File: src/logic/pdm_map.svh
// register offsets, field positions, reset values and counts of the power-down controller
`ifndef PDM_MAP_SVH
`define PDM_MAP_SVH
`define PDM_OFF_PMC       8'h00
`define PDM_OFF_ICR       8'h04
`define PDM_OFF_WDCS      8'h08
`define PDM_OFF_WDRS      8'h0C
`define PDM_OFF_STAT      8'h10
`define PDM_SBY_BIT       7
`define PDM_HIZ_BIT       6
`define PDM_MSTP_MSB      4
`define PDM_MSTP_DMA      4
`define PDM_MSTP_FRT      1
`define PDM_MSTP_SCI      0
`define PDM_PMC_MASK      8'hDF
`define PDM_EDGE_BIT      0
`define PDM_WD_RUN_BIT    5
`define PDM_WD_INIT_MASK  8'h1F
`define PDM_WD_SEL_MSB    2
`define PDM_RESET_BYTE    8'h00
`define PDM_NMI_BLANK     3'h4
`define PDM_RESP_OKAY     2'h0
`define PDM_RESP_SLVERR   2'h2
`define PDM_DLY_BASE      256
`endif

File: src/logic/pdm_pkg.sv
// types shared by the power-down controller
package pdm_pkg;
  typedef enum logic [3:0] {
    PDM_RUN     = 4'h1,
    PDM_SLEEP   = 4'h2,
    PDM_STANDBY = 4'h4,
    PDM_WAKE    = 4'h8
  } pdm_state_e;
endpackage
File: src/logic/pdm_ctrl.sv
// power-down mode controller: sleep, standby, clock pause and module standby
// Operation
// - halt with select 0 enters sleep
// - interrupt, DMA error or resets end sleep
// - waking interrupt starts exception processing
// - masked or locally disabled interrupt keeps sleep
// - DMA address error ends sleep, starts exception; here only if no interrupt is taken in the same cycle
// - halt with select 1 enters standby
// - ignore NMI for five cycles from halt
// - CPU and controller registers keep values
// - standby entry initialises DMA control registers
// - standby clears watchdog bits 7-5, reset status
// - NMI edge or resets end standby
// - NMI edge waits watchdog delay, then wakes
// - edge select: 0 falling, 1 rising
// - refuse clock pause while watchdog runs
// - acknowledge low when ready; partner then stops
// - after pause, delay then acknowledge high
// - cache RAM contents lost across standby
// - stop bit gates clock; timer, serial reset
// - module standby ends on clear or resets
// - standby select refuses 1 while watchdog runs
// - stop bits: 4 DMA,3 mul,2 div,1 timer,0 serial
//
// The implementer's own choices: the register addresses and the AXI4-Lite slave port.
`include "pdm_map.svh"
module pdm_ctrl #(
  parameter int AW       = 8,
  parameter int CW       = 16,
  parameter int DLY_BASE = `PDM_DLY_BASE
) (
  // clock and reset
  input  wire logic          clk,
  input  wire logic          rst,
  // axi4-lite write
  input  wire logic [AW-1:0] s_axi_awaddr,
  input  wire logic          s_axi_awvalid,
  output logic               s_axi_awready,
  input  wire logic [31:0]   s_axi_wdata,
  input  wire logic [3:0]    s_axi_wstrb,
  input  wire logic          s_axi_wvalid,
  output logic               s_axi_wready,
  output logic [1:0]         s_axi_bresp,
  output logic               s_axi_bvalid,
  input  wire logic          s_axi_bready,
  // axi4-lite read
  input  wire logic [AW-1:0] s_axi_araddr,
  input  wire logic          s_axi_arvalid,
  output logic               s_axi_arready,
  output logic [31:0]        s_axi_rdata,
  output logic [1:0]         s_axi_rresp,
  output logic               s_axi_rvalid,
  input  wire logic          s_axi_rready,
  // cpu and peripheral events
  input  wire logic          halt_exec,
  input  wire logic          irq_request,
  input  wire logic [3:0]    irq_level,
  input  wire logic [3:0]    sr_mask_level,
  input  wire logic          irq_locally_enabled,
  input  wire logic          dma_addr_error,
  input  wire logic          dma_busy,
  // pins
  input  wire logic          nmi_pin,
  input  wire logic          clock_pause_request_n,
  input  wire logic          manual_reset_n,
  // mode outputs
  output logic               cpu_halted,
  output logic               chip_clock_run,
  output logic               periph_clock_run,
  output logic               pins_hiz,
  output logic               irq_exc_start,
  output logic               dma_err_exc_start,
  output logic               nmi_exc_start,
  output logic               standby_entry_init,
  output logic [4:0]         module_clock_en,
  output logic [1:0]         module_pin_reset,
  output logic               clock_pause_acknowledge
);
  initial begin
    if (AW < 5 || DLY_BASE < 1 || (DLY_BASE * 128) >= (2 ** CW))
      $error("pdm_ctrl: parameters cannot be served");
  end

  // two-flop synchronisers for the three pins
  logic [2:0] pin_s1;
  logic [2:0] pin_s2;
  logic       nmi_prev;
  always_ff @(posedge clk or posedge rst) begin
    if (rst) begin
      pin_s1   <= 3'h7;
      pin_s2   <= 3'h7;
      nmi_prev <= 1'b1;
    end else begin
      pin_s1   <= {manual_reset_n, clock_pause_request_n, nmi_pin};
      pin_s2   <= pin_s1;
      nmi_prev <= pin_s2[0];
    end
  end
  wire nmi_s    = pin_s2[0];
  wire pause_rq = ~pin_s2[1];
  wire mreset   = ~pin_s2[2];

  // registers
  logic [7:0] pmc;
  logic [7:0] interrupt_control_reg;
  logic [7:0] wdcs;
  logic [7:0] wdrs;
  pdm_pkg::pdm_state_e state;
  pdm_pkg::pdm_state_e next_state;
  logic [2:0] blank;

  wire wd_run    = wdcs[`PDM_WD_RUN_BIT];
  wire edge_sel  = interrupt_control_reg[`PDM_EDGE_BIT];
  wire nmi_rise  = nmi_s & ~nmi_prev;
  wire nmi_fall  = ~nmi_s & nmi_prev;
  wire nmi_edge  = edge_sel ? nmi_rise : nmi_fall;
  wire nmi_ok    = nmi_edge && blank == 3'h0;
  wire irq_take  = irq_request && irq_locally_enabled
                   && irq_level > sr_mask_level;

  // axi write path: address and data taken in either order
  logic [AW-1:0] aw_addr;
  logic [7:0]    w_byte;
  logic          w_lane;
  wire aw_hs = s_axi_awvalid & s_axi_awready;
  wire w_hs  = s_axi_wvalid & s_axi_wready;
  wire do_wr = ~s_axi_awready & ~s_axi_wready & ~s_axi_bvalid;
  wire wr_pmc  = do_wr && w_lane && aw_addr[AW-1:2] == `PDM_OFF_PMC  >> 2;
  wire wr_icr  = do_wr && w_lane && aw_addr[AW-1:2] == `PDM_OFF_ICR  >> 2;
  wire wr_wdcs = do_wr && w_lane && aw_addr[AW-1:2] == `PDM_OFF_WDCS >> 2;
  wire wr_wdrs = do_wr && w_lane && aw_addr[AW-1:2] == `PDM_OFF_WDRS >> 2;
  wire wr_hit  = aw_addr[AW-1:2] <= `PDM_OFF_WDRS >> 2;

  always_ff @(posedge clk or posedge rst) begin
    if (rst) begin
      s_axi_awready <= 1'b1;
      s_axi_wready  <= 1'b1;
      s_axi_bvalid  <= 1'b0;
      s_axi_bresp   <= `PDM_RESP_OKAY;
      aw_addr       <= '0;
      w_byte        <= `PDM_RESET_BYTE;
      w_lane        <= 1'b0;
    end else begin
      if (aw_hs) begin
        aw_addr       <= s_axi_awaddr;
        s_axi_awready <= 1'b0;
      end
      if (w_hs) begin
        w_byte       <= s_axi_wdata[7:0];
        w_lane       <= s_axi_wstrb[0];
        s_axi_wready <= 1'b0;
      end
      if (do_wr) begin
        s_axi_bvalid <= 1'b1;
        s_axi_bresp  <= wr_hit ? `PDM_RESP_OKAY : `PDM_RESP_SLVERR;
      end
      if (s_axi_bvalid && s_axi_bready) begin
        s_axi_bvalid  <= 1'b0;
        s_axi_awready <= 1'b1;
        s_axi_wready  <= 1'b1;
      end
    end
  end

  // axi read path, one cycle from address to data
  wire [AW-3:0] ridx = s_axi_araddr[AW-1:2];
  wire [31:0] rd_mux =
    ridx == `PDM_OFF_PMC  >> 2 ? {24'h000000, pmc & `PDM_PMC_MASK} :
    ridx == `PDM_OFF_ICR  >> 2 ? {24'h000000, interrupt_control_reg} :
    ridx == `PDM_OFF_WDCS >> 2 ? {24'h000000, wdcs} :
    ridx == `PDM_OFF_WDRS >> 2 ? {24'h000000, wdrs} :
    {23'h000000, clock_pause_acknowledge, blank, 1'b0, state};
  wire rd_hit = ridx <= `PDM_OFF_STAT >> 2;
  always_ff @(posedge clk or posedge rst) begin
    if (rst) begin
      s_axi_arready <= 1'b1;
      s_axi_rvalid  <= 1'b0;
      s_axi_rdata   <= 32'h00000000;
      s_axi_rresp   <= `PDM_RESP_OKAY;
    end else if (s_axi_arvalid && s_axi_arready) begin
      s_axi_arready <= 1'b0;
      s_axi_rvalid  <= 1'b1;
      s_axi_rdata   <= rd_hit ? rd_mux : 32'h00000000;
      s_axi_rresp   <= rd_hit ? `PDM_RESP_OKAY : `PDM_RESP_SLVERR;
    end else if (s_axi_rvalid && s_axi_rready) begin
      s_axi_rvalid  <= 1'b0;
      s_axi_arready <= 1'b1;
    end
  end

  // settling delay, doubled per overflow select step
  logic dly_busy;
  logic dly_done;
  wire  dly_start = next_state == pdm_pkg::PDM_WAKE && state != pdm_pkg::PDM_WAKE;
  wire [CW-1:0] dly_load = CW'(DLY_BASE) << wdcs[`PDM_WD_SEL_MSB:0];
  pdm_delay_timer #(.CW(CW)) u_delay (
    .clk   (clk),
    .rst   (rst),
    .start (dly_start),
    .load  (dly_load),
    .busy  (dly_busy),
    .done  (dly_done)
  );

  // mode sequencing
  wire enter_sleep = halt_exec && !pmc[`PDM_SBY_BIT];
  wire enter_stby  = halt_exec && pmc[`PDM_SBY_BIT];
  always_comb begin
    next_state = state;
    unique case (state)
      pdm_pkg::PDM_RUN: begin
        if (enter_stby) next_state = pdm_pkg::PDM_STANDBY;
        else if (enter_sleep) next_state = pdm_pkg::PDM_SLEEP;
      end
      pdm_pkg::PDM_SLEEP: begin
        if (irq_take || dma_addr_error) next_state = pdm_pkg::PDM_RUN;
      end
      pdm_pkg::PDM_STANDBY: begin
        if (nmi_ok) next_state = pdm_pkg::PDM_WAKE;
      end
      pdm_pkg::PDM_WAKE: begin
        if (dly_done) next_state = pdm_pkg::PDM_RUN;
      end
    endcase
    if (mreset) next_state = pdm_pkg::PDM_RUN;
  end

  wire stby_entry = state == pdm_pkg::PDM_RUN && enter_stby && !mreset;
  wire [4:0] mstp_wr = w_byte[`PDM_MSTP_MSB:0];
  // stopping the DMA engine mid-transfer would strand it, so a set while dma_busy is dropped
  wire mstp4_ok = !dma_busy || pmc[`PDM_MSTP_DMA];

  always_ff @(posedge clk or posedge rst) begin
    if (rst) begin
      state <= pdm_pkg::PDM_RUN;
      pmc   <= `PDM_RESET_BYTE;
      interrupt_control_reg   <= `PDM_RESET_BYTE;
      wdcs  <= `PDM_RESET_BYTE;
      wdrs  <= `PDM_RESET_BYTE;
      blank <= 3'h0;
    end else if (mreset) begin
      state <= pdm_pkg::PDM_RUN;
      pmc   <= `PDM_RESET_BYTE;
      interrupt_control_reg   <= `PDM_RESET_BYTE;
      wdcs  <= `PDM_RESET_BYTE;
      wdrs  <= `PDM_RESET_BYTE;
      blank <= 3'h0;
    end else begin
      state <= next_state;
      if (stby_entry) blank <= `PDM_NMI_BLANK;
      else if (blank != 3'h0) blank <= blank - 3'h1;
      if (wr_pmc) begin
        pmc[`PDM_SBY_BIT] <= wd_run ? pmc[`PDM_SBY_BIT] : w_byte[`PDM_SBY_BIT];
        pmc[`PDM_HIZ_BIT] <= w_byte[`PDM_HIZ_BIT];
        pmc[`PDM_MSTP_MSB:0] <= mstp_wr;
        if (!mstp4_ok) pmc[`PDM_MSTP_DMA] <= 1'b0;
      end
      if (wr_icr) interrupt_control_reg <= w_byte;
      // select bits survive standby so the wake delay stays programmed
      if (stby_entry) wdcs <= wdcs & `PDM_WD_INIT_MASK;
      else if (wr_wdcs) wdcs <= w_byte;
      if (stby_entry) wdrs <= `PDM_RESET_BYTE;
      else if (wr_wdrs) wdrs <= w_byte;
    end
  end

  // registered outputs
  wire nx_run   = next_state == pdm_pkg::PDM_RUN;
  wire nx_sleep = next_state == pdm_pkg::PDM_SLEEP;
  wire [4:0] nx_stop = mreset ? 5'h00 : pmc[`PDM_MSTP_MSB:0];
  always_ff @(posedge clk or posedge rst) begin
    if (rst) begin
      cpu_halted              <= 1'b0;
      chip_clock_run          <= 1'b1;
      periph_clock_run        <= 1'b1;
      pins_hiz                <= 1'b0;
      irq_exc_start           <= 1'b0;
      dma_err_exc_start       <= 1'b0;
      nmi_exc_start           <= 1'b0;
      standby_entry_init      <= 1'b0;
      module_clock_en         <= 5'h1F;
      module_pin_reset        <= 2'h0;
      clock_pause_acknowledge <= 1'b1;
    end else begin
      cpu_halted         <= !nx_run;
      chip_clock_run     <= nx_run || nx_sleep;
      periph_clock_run   <= nx_run || nx_sleep;
      pins_hiz           <= !nx_run && !nx_sleep && pmc[`PDM_HIZ_BIT];
      irq_exc_start      <= state == pdm_pkg::PDM_SLEEP && irq_take && !mreset;
      dma_err_exc_start  <= state == pdm_pkg::PDM_SLEEP && !irq_take
                            && dma_addr_error && !mreset;
      nmi_exc_start      <= state == pdm_pkg::PDM_WAKE && dly_done && !mreset;
      standby_entry_init <= stby_entry;
      module_clock_en    <= ~nx_stop;
      module_pin_reset   <= {nx_stop[`PDM_MSTP_FRT], nx_stop[`PDM_MSTP_SCI]};
      if (mreset || (state == pdm_pkg::PDM_WAKE && dly_done))
        clock_pause_acknowledge <= 1'b1;
      else if (state == pdm_pkg::PDM_STANDBY && pause_rq && !wd_run)
        clock_pause_acknowledge <= 1'b0;
    end
  end
endmodule

File: src/logic/pdm_delay_timer.sv
// settling delay down-counter, one done pulse per start
module pdm_delay_timer #(
  parameter int CW = 16
) (
  // clock and reset
  input  wire logic          clk,
  input  wire logic          rst,
  // control
  input  wire logic          start,
  input  wire logic [CW-1:0] load,
  output logic               busy,
  output logic               done
);
  logic [CW-1:0] count;
  // helper: cycles since start, so a long delay is checked without a delay range
  logic [CW:0]   elapsed;
  logic [CW:0]   due;

  always_ff @(posedge clk or posedge rst) begin
    if (rst) begin
      count <= '0;
      busy  <= 1'b0;
      done  <= 1'b0;
    end else begin
      done <= 1'b0;
      if (start) begin
        count <= load;
        busy  <= 1'b1;
      end else if (busy && count == '0) begin
        busy <= 1'b0;
        done <= 1'b1;
      end else if (busy) begin
        count <= count - CW'(1);
      end
    end
  end

  always_ff @(posedge clk or posedge rst) begin
    if (rst) begin
      elapsed <= '0;
      due     <= '0;
    end else if (start) begin
      elapsed <= '0;
      due     <= {1'b0, load};
    end else if (busy) begin
      elapsed <= elapsed + (CW+1)'(1);
    end
  end
endmodule

File: config.mk
export PLATFORM = sky130hd
export DESIGN_NAME = pdm_ctrl
export DESIGN_NICKNAME = d
export VERILOG_FILES = /design/src/logic/pdm_pkg.sv /design/src/logic/pdm_ctrl.sv /design/src/logic/pdm_delay_timer.sv
export VERILOG_INCLUDE_DIRS = /design/src /design/src/logic
export SDC_FILE = /design/constraint.sdc
export NUM_CORES = 1
export LEC_CHECK = 0
export BUFFER_PORTS_ARGS = -buffer_cell sky130_fd_sc_hd__buf_2
export CAP_MARGIN = 20
export CORE_ASPECT_RATIO = 0.6
export CORE_MARGIN = 5
export CORE_UTILIZATION = 54
export DETAILED_ROUTE_END_ITERATION = 12
export PLACE_DENSITY = 0.8
export SYNTH_ARGS = -nofsm -noshare
export SYNTH_HDL_FRONTEND = slang
export SYNTH_SLANG_ARGS = --single-unit
File: constraint.sdc
create_clock -name clk -period 3.45 [get_ports clk]
set_input_delay 0.1725 -clock clk [delete_from_list [all_inputs] [get_ports clk]]
set_output_delay 0.1725 -clock clk [all_outputs]
set_load 0.01 [all_outputs]
Word-level counts from Yosys, hierarchy flattened
Cells that the tools add are included.

Flip-flop bits (word level): 136. Bits of input ports: 75. Output and inout bits: 57. Logic and storage cells: 184.

Add/subtract/negate cells: 2. $lt $le $gt $ge: 3. Equal/unequal tests: 23. Shift operators: 1. Muxes and demuxes: 53. Bitwise gates (word level): 14. Reduce and logical (&&, ||, !) cells: 53.

Operators with widths (number): 8-bit two-way mux (8); 16-bit two-way mux (3); 9-bit two-way mux (5); 1-bit logical AND (28); 4-bit two-way mux (7); 6-bit by 2-bit == test with 1-bit output, second input constant (4); 1-bit two-way mux (19); 16-bit logical NOT (1); 4-bit one-hot mux with 4 select lines (1); 9-bit by 3-bit << shifter with 16-bit output, first input constant (1); 16-bit by 1-bit subtractor with 16-bit output, second input constant (1); 5-bit two-way mux (3); 2-bit nonzero test (7); 6-bit by 1-bit == test with 1-bit output, second input constant (2); 6-bit logical NOT (2); 3-bit two-way mux (3); 3-bit by 1-bit != test with 1-bit output, second input constant (3); 4-bit by 1-bit == test with 1-bit output, second input constant (2); 4-bit by 2-bit == test with 1-bit output, second input constant (2); 4-bit == test, second input constant (2); 2-bit two-way mux (4); 1-bit NOT (7); 1-bit AND (6); 6-bit by 2-bit less-or-equal comparator with 1-bit output, second input constant (1); other kinds (13) (27).

Longest topological paths before layout
Depth after elaboration: 11. Depth in mapped cells: 9. Gate-level depth less buffers: 7.

Hierarchy
A second synthesis with hierarchy kept.

Cells, all modules: 513. Area, all modules: 5515.3 µm².

Modules (own cells, without submodules): pdm_ctrl (instances 1, cells each 389, area each 4354.2 µm², sequential area each 2299.7 µm²); pdm_delay_timer (instances 1, cells each 124, area each 1161.1 µm², sequential area each 450.4 µm²).

Worst setup path after synthesis
OpenSTA, ideal clock, no wires.

Kind: reg2reg. Start: register nmi_prev. End: register u_delay.count[8]. Library setup time: 127 ps. Data arrival time: 2015 ps. Data required time: 3323 ps. Setup slack: 1307 ps. Cell stages (with the launch flop): 7. Clock period less this slack: 2143 ps. Cell sequence: dfstp_2 -> or3b_1 -> a21oi_1 -> a311o_2 -> nor4b_2 -> buf_6 -> mux2_1.

Cells in the longest elaborated chain, start to end: 11. Elaborated cells on any way between the ends: 14. Classes of those cells: eq/ne (2); mux (5); bitwise (3); reduce/logical (4).

Ends and longest elaborated chain: from (decl) (line pdm_ctrl.sv:87) `logic nmi_prev;`; from (signal assigned) (line pdm_ctrl.sv:96) `nmi_prev <= pin_s2[0];`; 1-bit NOT (line pdm_ctrl.sv:114) `wire nmi_rise = nmi_s & ~nmi_prev;`; 1-bit AND (line pdm_ctrl.sv:114); 1-bit two-way mux (*) (line pdm_ctrl.sv:116) `wire nmi_edge = edge_sel ? nmi_rise : nmi_fall;`; 1-bit logical AND (*) (line pdm_ctrl.sv:117) `wire nmi_ok = nmi_edge && blank == 3'h0;`; 4-bit two-way mux (*) (line pdm_ctrl.sv:219) `if (nmi_ok) next_state = pdm_pkg::PDM_WAKE;`; 4-bit one-hot mux with 4 select lines (*) (line pdm_ctrl.sv:210) `unique case (state)`; 4-bit two-way mux (*) (line pdm_ctrl.sv:225) `if (mreset) next_state = pdm_pkg::PDM_RUN;`; 4-bit == test (*) (line pdm_ctrl.sv:194) `wire dly_start = next_state == pdm_pkg::PDM_WAKE && state != pdm_pkg::PDM_WAKE;`; 1-bit logical AND (*) (line pdm_ctrl.sv:194); 2-bit != test (no source line) / 2-bit nonzero test (equally long branches); 2-bit AND reduction (no source line); to (signal assigned) (line pdm_delay_timer.sv:27) `count <= load;`; to (signal assigned) (line pdm_delay_timer.sv:33) `count <= count - CW'(1);`; to (decl) (line pdm_delay_timer.sv:14) `logic [CW-1:0] count;`.

Mark *: on every way between the ends. The rest lies on a longest branch, timed or not. A chain may end at the register's enable or synchronous reset.

Worst setup path in the final report
Ends and elaborated chain as after synthesis.

==> metrics <==
worst-path cell chain or3b_1, a21oi_1, a311o_2, nor4b_2, buf_4, mux2_1; mapped cell area 0.00545 sq mm; CTS tree done; critical path's slowest cell dfstp_2; total negative slack 0 ns; vias in the first global route 3,939; switching power 1.18 mW; max reg flops 16; ANT nets after route 0; IO Port Bufs 75; status finished, violations left; clk slew on worst S/H paths around 0.070 ns; Relative slew margins ~44%; placer congestion estimate 0.856; first-pass GRT wire length 20,200 microns; failing checks negative hold slack; Synth Area per Inst about 10 sq um; Setup CP Type register to register; layout cell share with drive strength beyond 1 23.6%; Netlist cell types between 60 and 70; DRT Pass-1 Iters 5; Int Pwr around 2.5 mW; Final Cycle Share 72.6%; Detailed Route Iter0 Violations roughly 330; Clk pwr share between 20% and 30%; worst-skew pair later-pin latency 0.35 ns; drt via density 5.52; asr flop ratio synth 100%; RSZ-0062 raised after global routing no; startpoint types register; IO Pins 132; fin nets 684; cell taking the most area after synthesis dfrtp_1; R2R Path Start nmi_prev; pwr dens 599 mW/mm^2; post-layout min period 2.50 ns; total CTS buffers 9; reg-to-reg slack, setup approximately 0.95 ns; Seq/Total Area, Yosys between 50% and 60%; Diodes inserted 0; actual slew at the worst max-slew pin 0.826 ns; post_cts resized 0; Congestion Overflow GR 0; Worst setup EP type register; flops & latches, synth between 100 and 150; Logic pwr share 21.6%; most frequent cells in the layout dfrtp_1 (91), buf_2 (75), nand2_1 (56), nor2_1 (48), a21oi_1 (38); Primary FF master, synth dfrtp_1; Biggest register u_delay.count; die area 0.0123 sq mm; CP max FO 18; Final setup viols 0; Core Area 0.00984 sq mm; vias 4,095; htree depth 3; Clock Path Buffers 2; skew final 0.0117 ns; commonest non-fill, non-tap cell in the layout dfrtp_1; top area cells in the synthesized netlist dfrtp_1 (42%), dfstp_2 (8.7%), mux2i_1 (5.3%); Final Total Pwr 3.69 mW; Avg WL per Cell around 16 microns; max-cap violation count 0; sequential power share 50.4%; worst setup path startpoint nmi_prev; final cell count without fillers around 740; initial antenna violation count 0; Syn. warnings 0; Hold WC Path Type input pin to async pin; largest net degree at the start of global routing 66; Die H 87.8 microns; final hold slack -0.0291 ns; Worst IR Drop VDD ~0.00038 V; chip width 140 microns; Post-synth EDFFs 0; final hold vios 19; CP delay by family, top compound AO/OA/AOI/OAI gates; WL final 12,200 microns; Final Max Tran Viols 0; cell count after synthesis about 530; leak pwr 2.77 nW; peak per-stage delay on the critical path about 0.53 ns; Site Rows 28; Critical Path RT 3.67 ns; clock root cell clkbuf_16; Synth top area share 41.8%; HPWL after DPL 9030 microns; Crit Reg-Reg Endpoint u_delay.count[8]; FMAX approximately 0.40 GHz; Sw Share 32.0%; Initial Util 55.4%; Total GRT Usage about 21%; worst path arrival time 2.73 ns; Buf+Inv Stages, Crit Path 1; CTS Sinks ~110; reg2reg path depth 6; drt drc 0; Area Overhead vs Synth 13.0%; dpl cells a little over 700; biggest regs u_delay.count (16), s_axi_rdata (9)
## layer usage
metal | wire length (microns) | track usage, %
met1 | 5820 | 30.6
met2 | 4880 | 29.3
met3 | 1400 | 7.86
met4 | 132 | 4.66
met5 | 0 | 0
## synth_stat cells, types with 2 or more instances
master    number
or4_1          2
nand2b_1      11
mux2_2        15
or3b_2         4
nor2b_1       11
nor3_1        11
nor3b_1        2
o211ai_1       2
a21boi_0       2
nor4b_2        2
buf_6          2
buf_2          2
o21a_1         3
a21oi_1       38
nor4_1        10
a32o_1         2
o21ai_1        2
xnor2_1       12
or3_1          3
nor2_1        48
o21ai_0       15
dfstp_2       18
mux2i_1       29
clkbuf_1      18
dfrtp_1       91
buf_4         26
and3b_1        2
ha_1           7
nand2_1       56
nand4_1        2
xor2_1         2
a211oi_1       2
inv_1         21
o31ai_1        8
and2_1         3
nand3b_1       5
nand3_1        8
a221oi_1       6
## cell families (layout without fill, tap and decap cells)
kind of cell	count (synthesis)	count (layout)	synth area share, %
other	1	25	0.0688
xor gates and xnor gates	14	14	2.25
adders and majority gates	7	7	1.61
DFF	109	109	50.4
buffers and inverters	70	122	7.23
AOI/OAI and AO/OA	95	95	11.7
muxes	45	45	8.63
and+or+nand+nor	190	190	18.1
## power by group through the flow
stage | Clock (mW) | Sequential, mW | Combinational (mW)
floorplan | 0 | 1.78 | 0.622
global placement | 0 | 1.85 | 0.753
detailed placement | 0 | 1.87 | 0.798
CTS | 1.05 | 1.85 | 0.804
global route | 1.11 | 1.89 | 0.910
finish | 1.04 | 1.86 | 0.797
## worst max path at each step
stage	end	slack (ns)	depth (start not counted)
CTS	u_delay.count[8]	0.97	6
global placement	u_delay.count[8]	1.08	6
floorplan	aw_addr[2]	0.43	1
finish	u_delay.count[8]	0.95	6
detailed placement	u_delay.count[8]	0.99	6
global route	u_delay.count[8]	0.86	6
## repair_timing
action	4_1_cts	5_1_grt
setup buffers	0	0
endpoints found under the setup margin	0	0
endpoints found under the hold margin	6	0
hold buffers	6	0
## metrics by stage
stage | cell area, sq um | util (%) | hold WS (ns) | setup slack [ns]
floorplan | 5540 | - | 0.177 | 0.433
global placement | 5810 | 59.0 | 0.280 | 1.08
detailed placement | 5810 | 59.0 | 0.283 | 0.989
CTS | 6160 | 62.6 | 0.00712 | 0.967
global route | 6160 | 62.6 | 0.0365 | 0.860
finish | 6160 | 62.6 | -0.0291 | 0.947
## area by class of cell
cell class / instances / area [sq um]
Fill cell: 816 / 3680
Sequential cell: 109 / 2750
Multi-Input combinational cell: 376 / 2400
Timing Repair Buffer: 85 / 465
Clock buffer: 10 / 229
Tap cell: 135 / 169
Inverter: 21 / 81.3
Clock inverter: 6 / 70.1
Power figures use the tool's default switching activity.
